==> config.mk <==
export PLATFORM = sky130hd
export DESIGN_NAME = timer_pwm_unit
export DESIGN_NICKNAME = d
export VERILOG_FILES = /design/src/core/timer_pwm_pkg.sv /design/src/core/tick_prescaler.sv /design/src/core/timer_pwm_unit.sv
export VERILOG_INCLUDE_DIRS = /design/src /design/src/core
export SDC_FILE = /design/constraint.sdc
export NUM_CORES = 1
export LEC_CHECK = 0
export BUFFER_PORTS_ARGS = -buffer_cell sky130_fd_sc_hd__buf_2
export CAP_MARGIN = 20
export CORE_MARGIN = 2
export CORE_UTILIZATION = 40
export CTS_BUF_LIST = sky130_fd_sc_hd__clkbuf_4 sky130_fd_sc_hd__clkbuf_8
export DETAILED_ROUTE_END_ITERATION = 10
export GPL_ROUTABILITY_DRIVEN = 1
export GPL_TIMING_DRIVEN = 0
export PLACE_DENSITY_LB_ADDON = 0.3
export SLEW_MARGIN = 20
export SYNTH_ARGS = -nofsm -noshare
export SYNTH_HDL_FRONTEND = slang
export SYNTH_SLANG_ARGS = --single-unit
==> constraint.sdc <==
create_clock -name pclk -period 12 [get_ports pclk]
set_clock_uncertainty 0.1 [all_clocks]
set_input_delay 2.4 -clock pclk [delete_from_list [all_inputs] [get_ports pclk]]
set_output_delay 2.4 -clock pclk [all_outputs]
set_load 0.02 [all_outputs]
==> src/core/timer_pwm_defines.svh <==
// Constants of the three-unit timer/PWM block: register map, field positions,
// select codes and counter limits. Included by the prescaler and unit design files.
//
// Behaviour
// - A unit runs in timer mode while its mode-select bit is zero.
// - A unit runs in PWM mode while its mode-select bit is one.
// - Prescaler divides the source; each prescaled tick advances the counter by one.
// - Counting clock is the master clock; unit 0 may select the external clock pin.
// - Counter clear forces the counter to zero; from clear bit and mask bit.
// - Run signal starts and stops counting; external run applies in timer mode only.
// - Mask bit at one holds its unit in reset whatever else is set.
// - Level capture: unit 0 counts while pin high, stores count when low.
// - Edge capture: count from first rising edge to the next one.
// - Timer output frequency is tick frequency divided by compare minus reload.
// - Waveform bit picks a 50% square wave or a one-tick pulse.
// - Prescaler divides master or unit 0 external clock by selected ratio.
// - PWM output high from cycle start, low from compare until next start.
// - PWM period is 255 minus reload; high time is compare minus reload.
// - Every counting cycle restarts with the counter loaded from reload.
// - PWM compare of 255 keeps the output high.
// - PWM compare of zero or below reload keeps the output low.
// - A new compare value takes effect only at the end of the cycle.
// - A new reload value takes effect at the next counter load; the timer square wave uses it at once.
// - Clearing the run bit in PWM mode freezes the output level.
// - Output pins float while the unit or the device is in reset.
// - True and inverted outputs drive pins only when their select bits are set.
// - Divider code 0 divides by one, each step doubles, code 16 by 65536.
// - Waveform bit zero selects the pulse, one selects the square wave.
// - Unit 0 clear source: 00 internal, 01 external, 10 either.
`ifndef TIMER_PWM_DEFINES_SVH
`define TIMER_PWM_DEFINES_SVH

// Register map, slot and word indices
`define ADDR_W          8
`define UNIT_COUNT      3
`define UNIT_SLOT_MAX   2'h2
`define GLOBAL_SLOT     2'h3
`define OFS_CTRL        2'h0
`define OFS_CMP         2'h1
`define OFS_RLD         2'h2
`define OFS_CNT         2'h3
`define OFS_EXT         2'h0
`define OFS_PIN         2'h1
`define OFS_STATUS      2'h2

// Unit control word fields
`define CTRL_CLEAR      0
`define CTRL_CLR_EDGE   1
`define CTRL_RUN        2
`define CTRL_CAP_EDGE   3
`define CTRL_MODE       7
`define CTRL_DIV_LO     8
`define CTRL_DIV_HI     12
`define CTRL_SHAPE      13

// External source word fields
`define EXT_CLR_LO      0
`define EXT_CLR_HI      1
`define EXT_RUN_LO      2
`define EXT_RUN_HI      3
`define EXT_CLK         4
`define EXT_MASK_LO     5
`define EXT_MASK_HI     7

// Pin select word fields
`define PIN_TRUE_LO     0
`define PIN_TRUE_HI     2
`define PIN_INV_LO      3
`define PIN_INV_HI      5

// Source select codes
`define SRC_INTERNAL    2'h0
`define SRC_EXTERNAL    2'h1
`define SRC_EITHER      2'h2

// Synchroniser lanes
`define PIN_CLK         0
`define PIN_RUN         1
`define PIN_CLR         2

// Counter limits and divider
`define CNT_ZERO        8'h00
`define CNT_ONE         8'h01
`define CNT_FULL        8'hFF
`define PWM_LAST        8'hFE
`define DIV_MAX         5'h10
`define DIV_ALL_ONES    16'hFFFF
`define DIV_ONE         16'h0001

`endif

==> src/core/timer_pwm_pkg.sv <==
// Types shared by the timer/PWM block: unit configuration, unit counting
// state, capture state machine and prescaler state.
package timer_pwm_pkg;

  typedef enum logic [1:0] {EDGE_WAIT, EDGE_COUNT, EDGE_DONE} edge_state_e;

  typedef struct packed {
    logic       mode;
    logic       run_bit;
    logic       clear_bit;
    logic       shape;
    logic [4:0] div;
    logic [7:0] cmp;
    logic [7:0] rld;
  } unit_cfg_s;

  typedef struct packed {
    logic [7:0] cnt;
    logic [7:0] cmp_act;
    logic       out;
  } unit_run_s;

  typedef struct packed {
    logic [15:0] count;
  } presc_state_s;

endpackage : timer_pwm_pkg

==> src/core/tick_prescaler.sv <==
// Power-of-two prescaler: turns source edges into one-cycle counting ticks.
// Assumes src_edge is a one-cycle enable in the pclk domain.
`timescale 1ns/10ps
`include "timer_pwm_defines.svh"

module tick_prescaler (
  input  wire logic       pclk,           // Master clock
  input  wire logic       presetn,        // Async reset, active low
  input  wire logic       clear,          // Hold divider at zero
  input  wire logic       src_edge,       // One source period elapsed
  input  wire logic [4:0] divider_select, // Ratio code
  output logic            prescaled_tick  // One-cycle counting tick
);
  import timer_pwm_pkg::*;

  presc_state_s st;
  presc_state_s next_st;
  logic [4:0]   code;
  logic [15:0]  low_mask;

  always_comb begin
    code = (divider_select > `DIV_MAX) ? `DIV_MAX : divider_select;
    low_mask = 16'((17'(`DIV_ONE) << code) - 17'(`DIV_ONE));
  end

  assign prescaled_tick = src_edge && ((st.count & low_mask) == low_mask);

  always_comb begin
    next_st = st;
    if (clear) begin
      next_st.count = 16'h0000;
    end else if (src_edge) begin
      next_st.count = st.count + `DIV_ONE;
    end
  end

  always_ff @(posedge pclk or negedge presetn) begin
    if (!presetn) begin
      st <= '0;
    end else begin
      st <= next_st;
    end
  end

endmodule : tick_prescaler

==> src/core/timer_pwm_unit.sv <==
// Three 8-bit timer/PWM units with prescalers, APB register slave,
// unit 0 external clock, run and clear pins, and driven output pins.
// Assumes APB3 master on pclk; external pins synchronous-safe via sync.
`timescale 1ns/10ps
`include "timer_pwm_defines.svh"

module timer_pwm_unit (
  input  wire logic        pclk,              // Master clock
  input  wire logic        presetn,           // Async reset, active low
  input  wire logic        psel,              // APB select
  input  wire logic        penable,           // APB access phase
  input  wire logic        pwrite,            // APB write
  input  wire logic [7:0]  paddr,             // APB byte address
  input  wire logic [31:0] pwdata,            // APB write data
  output logic [31:0]      prdata,            // APB read data
  output logic             pready,            // APB ready
  output logic             pslverr,           // APB unmapped access
  input  wire logic        ext_clock_pin,     // Unit 0 external clock
  input  wire logic        ext_run_pin,       // Unit 0 external run
  input  wire logic        ext_clear_pin,     // Unit 0 external clear
  output logic [2:0]       waveform_pin,      // Unit outputs
  output logic [2:0]       waveform_pin_oe_n, // Low while driven
  output logic [2:0]       inverted_pin,      // Inverted unit outputs
  output logic [2:0]       inverted_pin_oe_n  // Low while driven
);
  import timer_pwm_pkg::*;

  typedef struct packed {
    unit_cfg_s [2:0] cfg;
    unit_run_s [2:0] unit;
    logic [7:0]      cap;
    logic [1:0]      ext_clear_source_sel;
    logic [1:0]      ext_run_source_sel;
    logic            ext_clock_sel;
    logic [2:0]      clear_mask_bit;
    logic [2:0]      output_pin_select;
    logic [2:0]      inverted_pin_select;
    logic [2:0]      sync1;
    logic [2:0]      sync2;
    logic [2:0]      sync3;
    edge_state_e     est;
    logic [31:0]     rdata;
  } timer_state_s;

  timer_state_s st;
  timer_state_s next_st;

  logic [2:0] held;
  logic [2:0] counter_run;
  logic [2:0] prescaled_tick;
  logic [2:0] src_edge;
  logic       clk_rise;
  logic       run_rise;
  logic       run_fall;
  logic       clr_rise;
  logic       ext_run;
  logic       int_clear0;
  logic       level_capture;
  logic       ext_clear_raw;
  logic       clr_edge_mode;
  logic       cap_edge_mode;
  logic       clr_edge_q;
  logic       cap_edge_q;
  logic [13:0] cfg_bits0;
  logic       held0_src;
  logic [6:0] ext_flags;
  logic       clr_edge_bit;
  logic       cap_edge_bit;
  logic [1:0] edge_sel;
  logic [1:0] next_edge_sel;

  // Bus decode
  logic [1:0] slot;
  logic [1:0] word;
  logic       unit_hit;
  logic       glob_hit;
  logic       mapped;
  logic       setup;
  logic       wr_acc;

  assign slot     = paddr[5:4];
  assign word     = paddr[3:2];
  assign unit_hit = (paddr[7:6] == 2'h0) && (slot <= `UNIT_SLOT_MAX);
  assign glob_hit = (paddr[7:6] == 2'h0) && (slot == `GLOBAL_SLOT)
                    && (word <= `OFS_STATUS);
  assign mapped   = unit_hit || glob_hit;
  assign setup    = psel && !penable;
  assign wr_acc   = psel && penable && pwrite && mapped;
  assign pready   = 1'b1;
  assign pslverr  = psel && penable && !mapped;
  assign prdata   = st.rdata;

  // Edge detection reads only the second and third stages
  assign clk_rise = st.sync2[`PIN_CLK] && !st.sync3[`PIN_CLK];
  assign run_rise = st.sync2[`PIN_RUN] && !st.sync3[`PIN_RUN];
  assign run_fall = !st.sync2[`PIN_RUN] && st.sync3[`PIN_RUN];
  assign clr_rise = st.sync2[`PIN_CLR] && !st.sync3[`PIN_CLR];

  // Unit 0 external clear: level is active high, edge gives one pulse
  assign int_clear0 = !st.cfg[0].clear_bit;

  always_comb begin
    clr_edge_mode = clr_edge_q;
    cap_edge_mode = cap_edge_q;
  end

  assign clr_edge_q    = cfg_bits0[`CTRL_CLR_EDGE];
  assign cap_edge_q    = cfg_bits0[`CTRL_CAP_EDGE];
  assign ext_clear_raw = clr_edge_mode ? clr_rise : st.sync2[`PIN_CLR];

  // Unit 0 external run: level follows the pin, edge follows the capture state
  assign ext_run = cap_edge_mode ? (st.est == EDGE_COUNT) : st.sync2[`PIN_RUN];
  assign level_capture = !st.cfg[0].mode && !cap_edge_mode
                         && (st.ext_run_source_sel != `SRC_INTERNAL);

  always_comb begin
    unique case (st.ext_clear_source_sel)
      `SRC_EXTERNAL: held0_src = ext_clear_raw;
      `SRC_EITHER:   held0_src = ext_clear_raw || int_clear0;
      default:       held0_src = int_clear0;
    endcase
  end

  genvar g;
  generate
    for (g = 0; g < `UNIT_COUNT; g++) begin : g_unit
      logic int_run;
      assign int_run = st.cfg[g].run_bit;

      if (g == 0) begin : g_first
        assign held[g]     = st.clear_mask_bit[g] || held0_src;
        assign src_edge[g] = st.ext_clock_sel ? clk_rise : 1'b1;
        always_comb begin
          if (st.cfg[g].mode) begin
            counter_run[g] = int_run;
          end else begin
            unique case (st.ext_run_source_sel)
              `SRC_EXTERNAL: counter_run[g] = ext_run;
              `SRC_EITHER:   counter_run[g] = ext_run || int_run;
              default:       counter_run[g] = int_run;
            endcase
          end
        end
      end else begin : g_other
        assign held[g]        = st.clear_mask_bit[g] || !st.cfg[g].clear_bit;
        assign src_edge[g]    = 1'b1;
        assign counter_run[g] = int_run;
      end

      tick_prescaler u_presc (
        .pclk           (pclk),
        .presetn        (presetn),
        .clear          (held[g]),
        .src_edge       (src_edge[g]),
        .divider_select (st.cfg[g].div),
        .prescaled_tick (prescaled_tick[g])
      );

      // Pins float while held or in device reset
      assign waveform_pin[g]      = st.unit[g].out;
      assign inverted_pin[g]      = !st.unit[g].out;
      assign waveform_pin_oe_n[g] = held[g] || !st.output_pin_select[g];
      assign inverted_pin_oe_n[g] = held[g] || !st.inverted_pin_select[g];
    end
  endgenerate

  assign cfg_bits0 = {st.cfg[0].shape, st.cfg[0].div, st.cfg[0].mode, ext_flags};

  assign ext_flags = {3'h0, cap_edge_bit, st.cfg[0].run_bit, clr_edge_bit,
                      st.cfg[0].clear_bit};

  // Unit 0 edge selects live beside the configuration struct
  assign clr_edge_bit = edge_sel[0];
  assign cap_edge_bit = edge_sel[1];

  always_ff @(posedge pclk or negedge presetn) begin
    if (!presetn) begin
      edge_sel <= 2'h0;
    end else begin
      edge_sel <= next_edge_sel;
    end
  end

  always_comb begin
    next_edge_sel = edge_sel;
    if (wr_acc && unit_hit && slot == 2'h0 && word == `OFS_CTRL) begin
      next_edge_sel = {pwdata[`CTRL_CAP_EDGE], pwdata[`CTRL_CLR_EDGE]};
    end
  end

  // Read data word for the addressed register
  function automatic logic [31:0] ctrl_word(input unit_cfg_s c, input logic [1:0] es);
    ctrl_word = 32'h0000_0000;
    ctrl_word[`CTRL_CLEAR]                  = c.clear_bit;
    ctrl_word[`CTRL_CLR_EDGE]               = es[0];
    ctrl_word[`CTRL_RUN]                    = c.run_bit;
    ctrl_word[`CTRL_CAP_EDGE]               = es[1];
    ctrl_word[`CTRL_MODE]                   = c.mode;
    ctrl_word[`CTRL_DIV_HI:`CTRL_DIV_LO]    = c.div;
    ctrl_word[`CTRL_SHAPE]                  = c.shape;
  endfunction : ctrl_word

  always_comb begin
    logic [7:0] new_cnt;
    logic [7:0] span;
    logic       end_cyc;
    logic [1:0] es;
    new_cnt = `CNT_ZERO;
    span    = `CNT_ZERO;
    end_cyc = 1'b0;
    es      = 2'h0;
    next_st = st;

    // Three-stage synchroniser for the unit 0 pins
    next_st.sync1 = {ext_clear_pin, ext_run_pin, ext_clock_pin};
    next_st.sync2 = st.sync1;
    next_st.sync3 = st.sync2;

    // Edge capture sequence of unit 0
    if (held[0]) begin
      next_st.est = EDGE_WAIT;
    end else if (run_rise && cap_edge_mode) begin
      unique case (st.est)
        EDGE_WAIT:  next_st.est = EDGE_COUNT;
        EDGE_COUNT: next_st.est = EDGE_DONE;
        EDGE_DONE:  next_st.est = EDGE_DONE;
        default:    next_st.est = EDGE_WAIT;
      endcase
    end

    // Level capture stores the count when the pin falls
    if (level_capture && run_fall) begin
      next_st.cap = st.unit[0].cnt;
    end

    for (int i = 0; i < `UNIT_COUNT; i++) begin
      if (held[i]) begin
        next_st.unit[i].cnt     = `CNT_ZERO;
        next_st.unit[i].out     = 1'b0;
        next_st.unit[i].cmp_act = st.cfg[i].cmp;
      end else if (counter_run[i] && prescaled_tick[i]) begin
        if (st.cfg[i].mode) begin
          end_cyc = (st.unit[i].cnt >= `PWM_LAST);
        end else begin
          end_cyc = (st.unit[i].cnt + `CNT_ONE == st.unit[i].cmp_act)
                    || (st.unit[i].cnt == `CNT_FULL);
        end
        if (end_cyc) begin
          new_cnt = st.cfg[i].rld;
          next_st.unit[i].cmp_act = st.cfg[i].cmp;
        end else begin
          new_cnt = st.unit[i].cnt + `CNT_ONE;
        end
        next_st.unit[i].cnt = new_cnt;
        if (st.cfg[i].mode) begin
          // High from start until the compare is reached
          next_st.unit[i].out = (new_cnt < next_st.unit[i].cmp_act);
        end else if (st.cfg[i].shape) begin
          span = next_st.unit[i].cmp_act - st.cfg[i].rld;
          next_st.unit[i].out = ((new_cnt - st.cfg[i].rld) < (span >> 1));
        end else begin
          next_st.unit[i].out = end_cyc;
        end
      end
    end

    // Register writes
    if (wr_acc && unit_hit) begin
      unique case (word)
        `OFS_CTRL: begin
          next_st.cfg[slot].clear_bit = pwdata[`CTRL_CLEAR];
          next_st.cfg[slot].run_bit   = pwdata[`CTRL_RUN];
          next_st.cfg[slot].mode      = pwdata[`CTRL_MODE];
          next_st.cfg[slot].div       = pwdata[`CTRL_DIV_HI:`CTRL_DIV_LO];
          next_st.cfg[slot].shape     = pwdata[`CTRL_SHAPE];
        end
        `OFS_CMP: next_st.cfg[slot].cmp = pwdata[7:0];
        `OFS_RLD: next_st.cfg[slot].rld = pwdata[7:0];
        `OFS_CNT: ;
      endcase
    end else if (wr_acc && glob_hit) begin
      if (word == `OFS_EXT) begin
        next_st.ext_clear_source_sel = pwdata[`EXT_CLR_HI:`EXT_CLR_LO];
        next_st.ext_run_source_sel   = pwdata[`EXT_RUN_HI:`EXT_RUN_LO];
        next_st.ext_clock_sel        = pwdata[`EXT_CLK];
        next_st.clear_mask_bit       = pwdata[`EXT_MASK_HI:`EXT_MASK_LO];
      end else if (word == `OFS_PIN) begin
        next_st.output_pin_select   = pwdata[`PIN_TRUE_HI:`PIN_TRUE_LO];
        next_st.inverted_pin_select = pwdata[`PIN_INV_HI:`PIN_INV_LO];
      end
    end

    // Read data is latched in the setup cycle
    if (setup && !pwrite) begin
      next_st.rdata = 32'h0000_0000;
      if (unit_hit) begin
        es = (slot == 2'h0) ? edge_sel : 2'h0;
        unique case (word)
          `OFS_CTRL: next_st.rdata = ctrl_word(st.cfg[slot], es);
          `OFS_CMP:  next_st.rdata[7:0] = st.cfg[slot].cmp;
          `OFS_RLD:  next_st.rdata[7:0] = st.cfg[slot].rld;
          `OFS_CNT:  next_st.rdata[7:0] = (slot == 2'h0 && level_capture)
                                          ? st.cap : st.unit[slot].cnt;
        endcase
      end else if (glob_hit) begin
        if (word == `OFS_EXT) begin
          next_st.rdata[`EXT_CLR_HI:`EXT_CLR_LO]   = st.ext_clear_source_sel;
          next_st.rdata[`EXT_RUN_HI:`EXT_RUN_LO]   = st.ext_run_source_sel;
          next_st.rdata[`EXT_CLK]                  = st.ext_clock_sel;
          next_st.rdata[`EXT_MASK_HI:`EXT_MASK_LO] = st.clear_mask_bit;
        end else if (word == `OFS_PIN) begin
          next_st.rdata[`PIN_TRUE_HI:`PIN_TRUE_LO] = st.output_pin_select;
          next_st.rdata[`PIN_INV_HI:`PIN_INV_LO]   = st.inverted_pin_select;
        end else begin
          next_st.rdata[2:0]  = {st.unit[2].out, st.unit[1].out, st.unit[0].out};
          next_st.rdata[5:3]  = counter_run;
          next_st.rdata[8:6]  = held;
          next_st.rdata[10:9] = st.est;
        end
      end
    end
  end

  always_ff @(posedge pclk or negedge presetn) begin
    if (!presetn) begin
      st <= '0;
    end else begin
      st <= next_st;
    end
  end

endmodule : timer_pwm_unit

==> results of run 1 <==
==> cell families (layout without fill, tap and decap cells) <==
logic type,count (synthesis),count (layout),synth area share [%]
AOI/OAI and AO/OA,431,431,18.34
xor gates and xnor gates,112,112,6.502
adders and majority gates,108,108,8.634
buffers and inverters,223,350,6.239
DFF,223,223,34.57
muxes,142,142,9.316
other,2,20,0.04652
and+or+nand+nor,534,534,16.35
==> routing by layer <==
layer	wire, um	share of wire (%)	global-route usage, %
met1	21190	44	30.94
met2	22610	47	38.30
met3	3198	6.6	3.977
met4	1364	2.8	7.246
met5	27	0.056	0
==> worst max-delay path: cells and delay by family <==
| kind | cells | cell delay, ps |
|---|---|---|
| buffers and inverters | 4 | 1050 |
| AND/OR/NAND/NOR | 1 | 300 |
| AO/OA/AOI/OAI | 1 | 170 |
==> power breakdown <==
| part | internal, mW | switching, mW |
|---|---|---|
| Sequential | 0.763 | 0.0100 |
| Clock | 0.450 | 0.345 |
| Combinational | 0.0689 | 0.127 |
| Total | 1.28 | 0.482 |
==> worst max-delay path by stage <==
stage	endpoint	slack, ps	cells after the start
floorplan	pslverr	5990	4
finish	pslverr	5570	6
global route	waveform_pin[2]	5440	25
global placement	st[101]	4470	1
CTS	pslverr	5560	6
detailed placement	pslverr	5560	6
==> through the flow <==
stage	utilization [%]	area [um2]	setup WS, ps
2_1_floorplan	-	16210	5994
3_3_place_gp	42.99	17120	4474
3_5_place_dp	43.18	17200	5564
4_1_cts	45.44	18090	5560
5_1_grt	45.46	18100	5441
6_report	45.47	18110	5572
==> cells in the mapped netlist, types with 16 or more instances <==
library cell and instances:
dfrtp_1 223, clkbuf_1 63, nand2b_1 22, o21ai_0 101
xnor2_1 52, mux2_2 66, mux2i_1 76, inv_1 88
buf_2 19, nand3_1 55, nor2b_1 21, nor3_1 31
ha_1 101, and3_1 21, and2_1 16, xor2_1 55
nand2_1 104, buf_4 39, a21o_1 19, nand3b_1 22
a22o_1 80, a21oi_1 93, nor2_1 172
==> cell type report <==
cell class / count / area, um2
Clock buffer: 57 / 747.0
Timing Repair Buffer: 53 / 320.3
Antenna cell: 1 / 2.502
Sequential cell: 223 / 5580
Multi-Input combinational cell: 1346 / 9641
Buffer: 135 / 676.9
Inverter: 88 / 330.3
Clock inverter: 17 / 152.6
Tap cell: 525 / 656.9
Fill cell: 3895 / 21720
==> cells in the final DEF, fill, tap and decap left out, types with 66 or more instances in the layout <==
master	count
mux2_2	66
nand2_1	104
dfrtp_1	223
nor2_1	172
inv_1	88
a22o_1	80
ha_1	101
a21oi_1	93
o21ai_0	101
buf_2	69
mux2i_1	76
==> results.sh, run 1 <==
export IMPL_cts_resized=0
export IMPL_worstHoldStart="next_st[37]"
export IMPL_dieArea_um2=41980
export IMPL_cts_htree_levels=2
export IMPL_worstReg2RegEnd="waveform_pin[2]"
export IMPL_vias=13910
export IMPL_cp_max_fo=10
export IMPL_cp_arrival_ps=3930
export IMPL_start_kind="primary input"
export IMPL_nets=2042
export IMPL_leakagePower_nw=8.084
export IMPL_slowest_stage="clkbuf_1"
export IMPL_outcome="complete, no violations"
export IMPL_crit_required_ps=9500
export IMPL_max_cap_violations=0
export IMPL_fin_setup_tns_ps=0
export IMPL_synthToLayoutAreaGrowth_pct=12.16
export IMPL_setup_worst_path_start="paddr[5]"
export IMPL_async_reset_ff_share_pct=100.0
export IMPL_drt_total_wl_mm=48.39
export IMPL_postCtsSetupRepairBufs=0
export IMPL_drc=0
export IMPL_post_place_cells=2370
export IMPL_netlist_area_um2=16140
export IMPL_finalPower_mw=1.764
export IMPL_period_needed_ps=6428
export IMPL_synth_seq_cells=223
export IMPL_slew_headroom_pct=24.92
export IMPL_dr_pass1_iters=7
export IMPL_reg2reg_depth=25
export IMPL_r2r_start="st[109]"
export IMPL_ys_seq_area_share_pct=34.57
export IMPL_wire_per_inst_um=19.79
export IMPL_ys_types=85
export IMPL_whs_ps=249.5
export IMPL_grt_pass1_vias=13540
export IMPL_powerDensity_nw_per_um2=97.41
export IMPL_core_area_um2=39820
export IMPL_drive_gt1_share_pct=14.85
export IMPL_min_path_cells=0
export IMPL_fmax_mhz=155.6
export IMPL_grt_pass1_wl_mm=76.27
export IMPL_antenna_found_initial=2
export IMPL_place_congestion=0.9340
export IMPL_cp_end_kind="output pin"
export IMPL_yosysTopAreaCellShare_pct=34.57
export IMPL_hold_viol=0
export IMPL_cts_sinks=223
export IMPL_ant_nets=0
export IMPL_clk_pin_slew_ps=60
export IMPL_cts_buffer_depth=3
export IMPL_cts_buffers=40
export IMPL_synth_top_cells_by_area="dfrtp_1 (35%), ha_1 (7.8%), mux2i_1 (4.7%)"
export IMPL_io_pins=94
export IMPL_fin_crit_sh_pct=53.57
export IMPL_avgSynthCellArea_um2=9.095
export IMPL_viasPerCell=5.690
export IMPL_hold_end="next_st[34]"
export IMPL_finalNonFillerCells=2445
export IMPL_die_width_um=204.9
export IMPL_irDropWorstVdd_uv=58.78
export IMPL_cpPeakStageDelay_ps=430
export IMPL_critPathKind="primary input to output pin"
export IMPL_grt_remaining_overflow=0
export IMPL_postSynthCellCount=1775
export IMPL_tritoncts="yes"
export IMPL_clockRootBuffer="clkbuf_8"
export IMPL_setup_viol=0
export IMPL_worstMarginPinSlew_ps=1118
export IMPL_dp_hpwl_mm=36.81
export IMPL_slew_viol_final=0
export IMPL_postCtsHoldBufs=0
export IMPL_initial_utilization_pct=40.54
export IMPL_synth_ff_type="dfrtp_1"
export IMPL_grt_max_degree=88
export IMPL_path_cells="buf_2 > clkbuf_1 > a211oi_1 > clkbuf_1 > nor3_1 > buf_2"
export IMPL_holdCritPathClass="register to register"
export IMPL_synth_edff_count=0
export IMPL_drtIter0Drc=1183
export IMPL_grt_total_usage_pct=23.19
export IMPL_rsz0062_at_grt="false"
export IMPL_r2r_setup_slack_ps=5780
export IMPL_clk_latency_ps=600
export IMPL_yosys_warnings=0
export IMPL_synth_top_area_cell="dfrtp_1"
export IMPL_fp_dieH_um=204.9
export IMPL_port_buffers=51
export IMPL_row_count=73
(Power assumes the default switching activity.)
==> inputs of run 2 (changes only) <==
- ABC_AREA: default -> 1
- clock period: 12 -> 5.92 ns (I/O delays scaled with it)
==> results.sh, run 2 <==
export IMPL_synth_top_area_cell="dfrtp_1"
export IMPL_synth_most_common_cell="nand2_1"
export IMPL_synthXorXnorAreaFrac_pct=2.212
export IMPL_drc=0
export IMPL_yosys_warnings=0
export IMPL_path_common_cell="nand2_1"
export IMPL_dp_hpwl_mm=42.77
export IMPL_crit_required_ps=6370
export IMPL_fin_setup_tns_ps=0
export IMPL_die_width_um=205.4
export IMPL_reg2reg_depth=29
export IMPL_initial_utilization_pct=40.66
export IMPL_fmax_mhz=187.1
export IMPL_postSynthCellCount=2268
export IMPL_cp_end_kind="register"
export IMPL_place_congestion=0.9836
export IMPL_vias=16290
export IMPL_worstMarginPinSlew_ps=1073
export IMPL_synth_ff_type="dfrtp_1"
export IMPL_slew_viol_final=0
export IMPL_cts_resized=0
export IMPL_avgSynthCellArea_um2=7.156
export IMPL_rsz0062_at_grt="false"
export IMPL_viasPerCell=5.535
export IMPL_grt_pass1_wl_mm=86.51
export IMPL_setup_viol=0
export IMPL_drtIter0Drc=1535
export IMPL_cts_sinks=223
export IMPL_async_reset_ff_share_pct=100.0
export IMPL_final_common_cell="nand2_1"
export IMPL_layout_common_cells="nand2_1 (482), inv_1 (319), o21ai_0 (236)"
export IMPL_slowest_stage="dfrtp_1"
export IMPL_clk_latency_ps=620
export IMPL_synth_seq_cells=223
export IMPL_synth_top_cells_by_area="dfrtp_1 (34%), nand2_1 (11%), ha_1 (7.8%)"
export IMPL_r2r_setup_slack_ps=580
export IMPL_irDropWorstVdd_uv=192.9
export IMPL_antenna_found_initial=0
export IMPL_grt_total_usage_pct=26.43
export IMPL_grt_max_degree=91
export IMPL_hold_end="next_st[34]"
export IMPL_antenna_cells=0
export IMPL_hold_viol=0
export IMPL_worstReg2RegEnd="waveform_pin[1]"
export IMPL_drt_total_wl_mm=55.19
export IMPL_grt_pass1_vias=15610
export IMPL_cts_buffer_depth=3
export IMPL_ys_seq_area_share_pct=34.38
export IMPL_wire_per_inst_um=18.76
export IMPL_postCtsSetupRepairBufs=0
export IMPL_yosysTopAreaCellShare_pct=34.38
export IMPL_clk_pin_slew_ps=60
export IMPL_dieArea_um2=42200
export IMPL_cts_buffers=43
export IMPL_synthToLayoutAreaGrowth_pct=12.77
export IMPL_grt_remaining_overflow=0
export IMPL_synth_edff_count=0
export IMPL_dr_pass1_iters=5
export IMPL_synthMuxAreaShare_pct=0
export IMPL_port_buffers=52
export IMPL_outcome="complete, no violations"
export IMPL_start_kind="register"
export IMPL_nets=2539
export IMPL_io_pins=94
export IMPL_slew_headroom_pct=27.92
export IMPL_leakagePower_nw=9.109
export IMPL_postCtsHoldBufs=0
export IMPL_postLayoutCoreUtil_pct=45.86
export IMPL_cts_htree_levels=2
export IMPL_powerDensity_nw_per_um2=301.0
export IMPL_cp_max_fo=10
export IMPL_holdCritPathClass="register to register"
export IMPL_ys_types=59
export IMPL_tritoncts="yes"
export IMPL_critPathKind="register to register"
export IMPL_worstHoldStart="next_st[37]"
export IMPL_fp_dieH_um=205.4
export IMPL_yosys_area_share_simple_pct=24.06
export IMPL_critPathBufInv=3
export IMPL_crit_family="compound AO/OA/AOI/OAI gates"
export IMPL_synth_top_family_by_area="simple AND/OR/NAND/NOR gates"
export IMPL_netlist_top_cells_count="nand2_1 (482), inv_1 (319), o21ai_0 (236)"
export IMPL_fin_crit_sh_pct=90.29
export IMPL_synth_fa_ha_area_share_pct=8.526
export IMPL_max_cap_violations=0
export IMPL_ant_nets=0
export IMPL_min_path_cells=0
export IMPL_cpPeakStageDelay_ps=580
export IMPL_drive_gt1_share_pct=9.019
export IMPL_cp_arrival_ps=5790
export IMPL_synth_compound_area_share_pct=19.80
export IMPL_clockRootBuffer="clkbuf_8"
export IMPL_netlist_area_um2=16230
export IMPL_core_area_um2=39910
export IMPL_r2r_start="st[91]"
export IMPL_period_needed_ps=5345
export IMPL_row_count=73
==> run 2: cell types whose count changed in the layout (fill, tap and decap cells not counted), sizes merged, moves of 76 or more <==
cell   before  now
a22o       80    1
inv        89  326
mux2i      76    0
nand2     105  487
nand3      56  143
o21ai     109  248
o22ai      10   91
==> run 2: stage by stage <==
stage          hold slack (ps)  power, mW  instances  cell area [um2]  worst slack [ps]
6_report                 256.0      5.509       2942            18300             575.1
5_1_grt                  274.8      5.873       2942            18300             133.1
4_1_cts                  259.0      5.521       2942            18300             729.5
3_5_place_dp             236.3      3.647       2864            17280             753.0
3_3_place_gp             239.6      3.598       2862            17210            -601.2
2_1_floorplan            231.2      3.143       2285            16290              1597
==> run 2: worst max path at each step <==
stage	slack [ps]	cells past startpoint	from	to
finish	580	29	st[91]	waveform_pin[1]
global route	130	29	st[91]	waveform_pin[1]
CTS	730	29	st[91]	waveform_pin[1]
detailed placement	750	29	st[91]	waveform_pin[1]
global placement	-600	1	presetn	g_unit[0].u_presc.st[13]
floorplan	1600	29	st[108]	waveform_pin[2]
==> run 2: cell type report <==
class | count | area, um2
fillers | 4045 | 21610
well taps | 525 | 656.9
inverters | 330 | 1239
plain buffers | 96 | 541.8
multi-input cells | 1636 | 8939
clock buffers | 64 | 818.3
clock inverters | 14 | 203.9
flip-flops and latches | 223 | 5580
repair buffers | 54 | 325.3
==> run 2: power by group <==
part	leakage (nW)	switching [mW]	internal [mW]	total [mW]
logic	5.90	1.11	0.639	1.75
registers	2.67	0.182	1.72	1.90
clock network	0.533	0.746	1.11	1.85
==> run 2: cell families after synthesis <==
group                    after synthesis
AND/OR/NAND/NOR                      914
AO/OA/AOI/OAI                        555
buffers and inverters                426
flip-flops                           223
adder cells (fa/ha/maj)              107
XOR/XNOR                              41
other                                  2
==> run 2: metal layers <==
layer,up-vias,global-route usage (%),wire length (um)
li1,7830,-,-
met1,7728,36.85,25250
met2,617,41.17,24280
met3,110,4.276,3725
met4,0,9.918,1932
met5,-,0,0
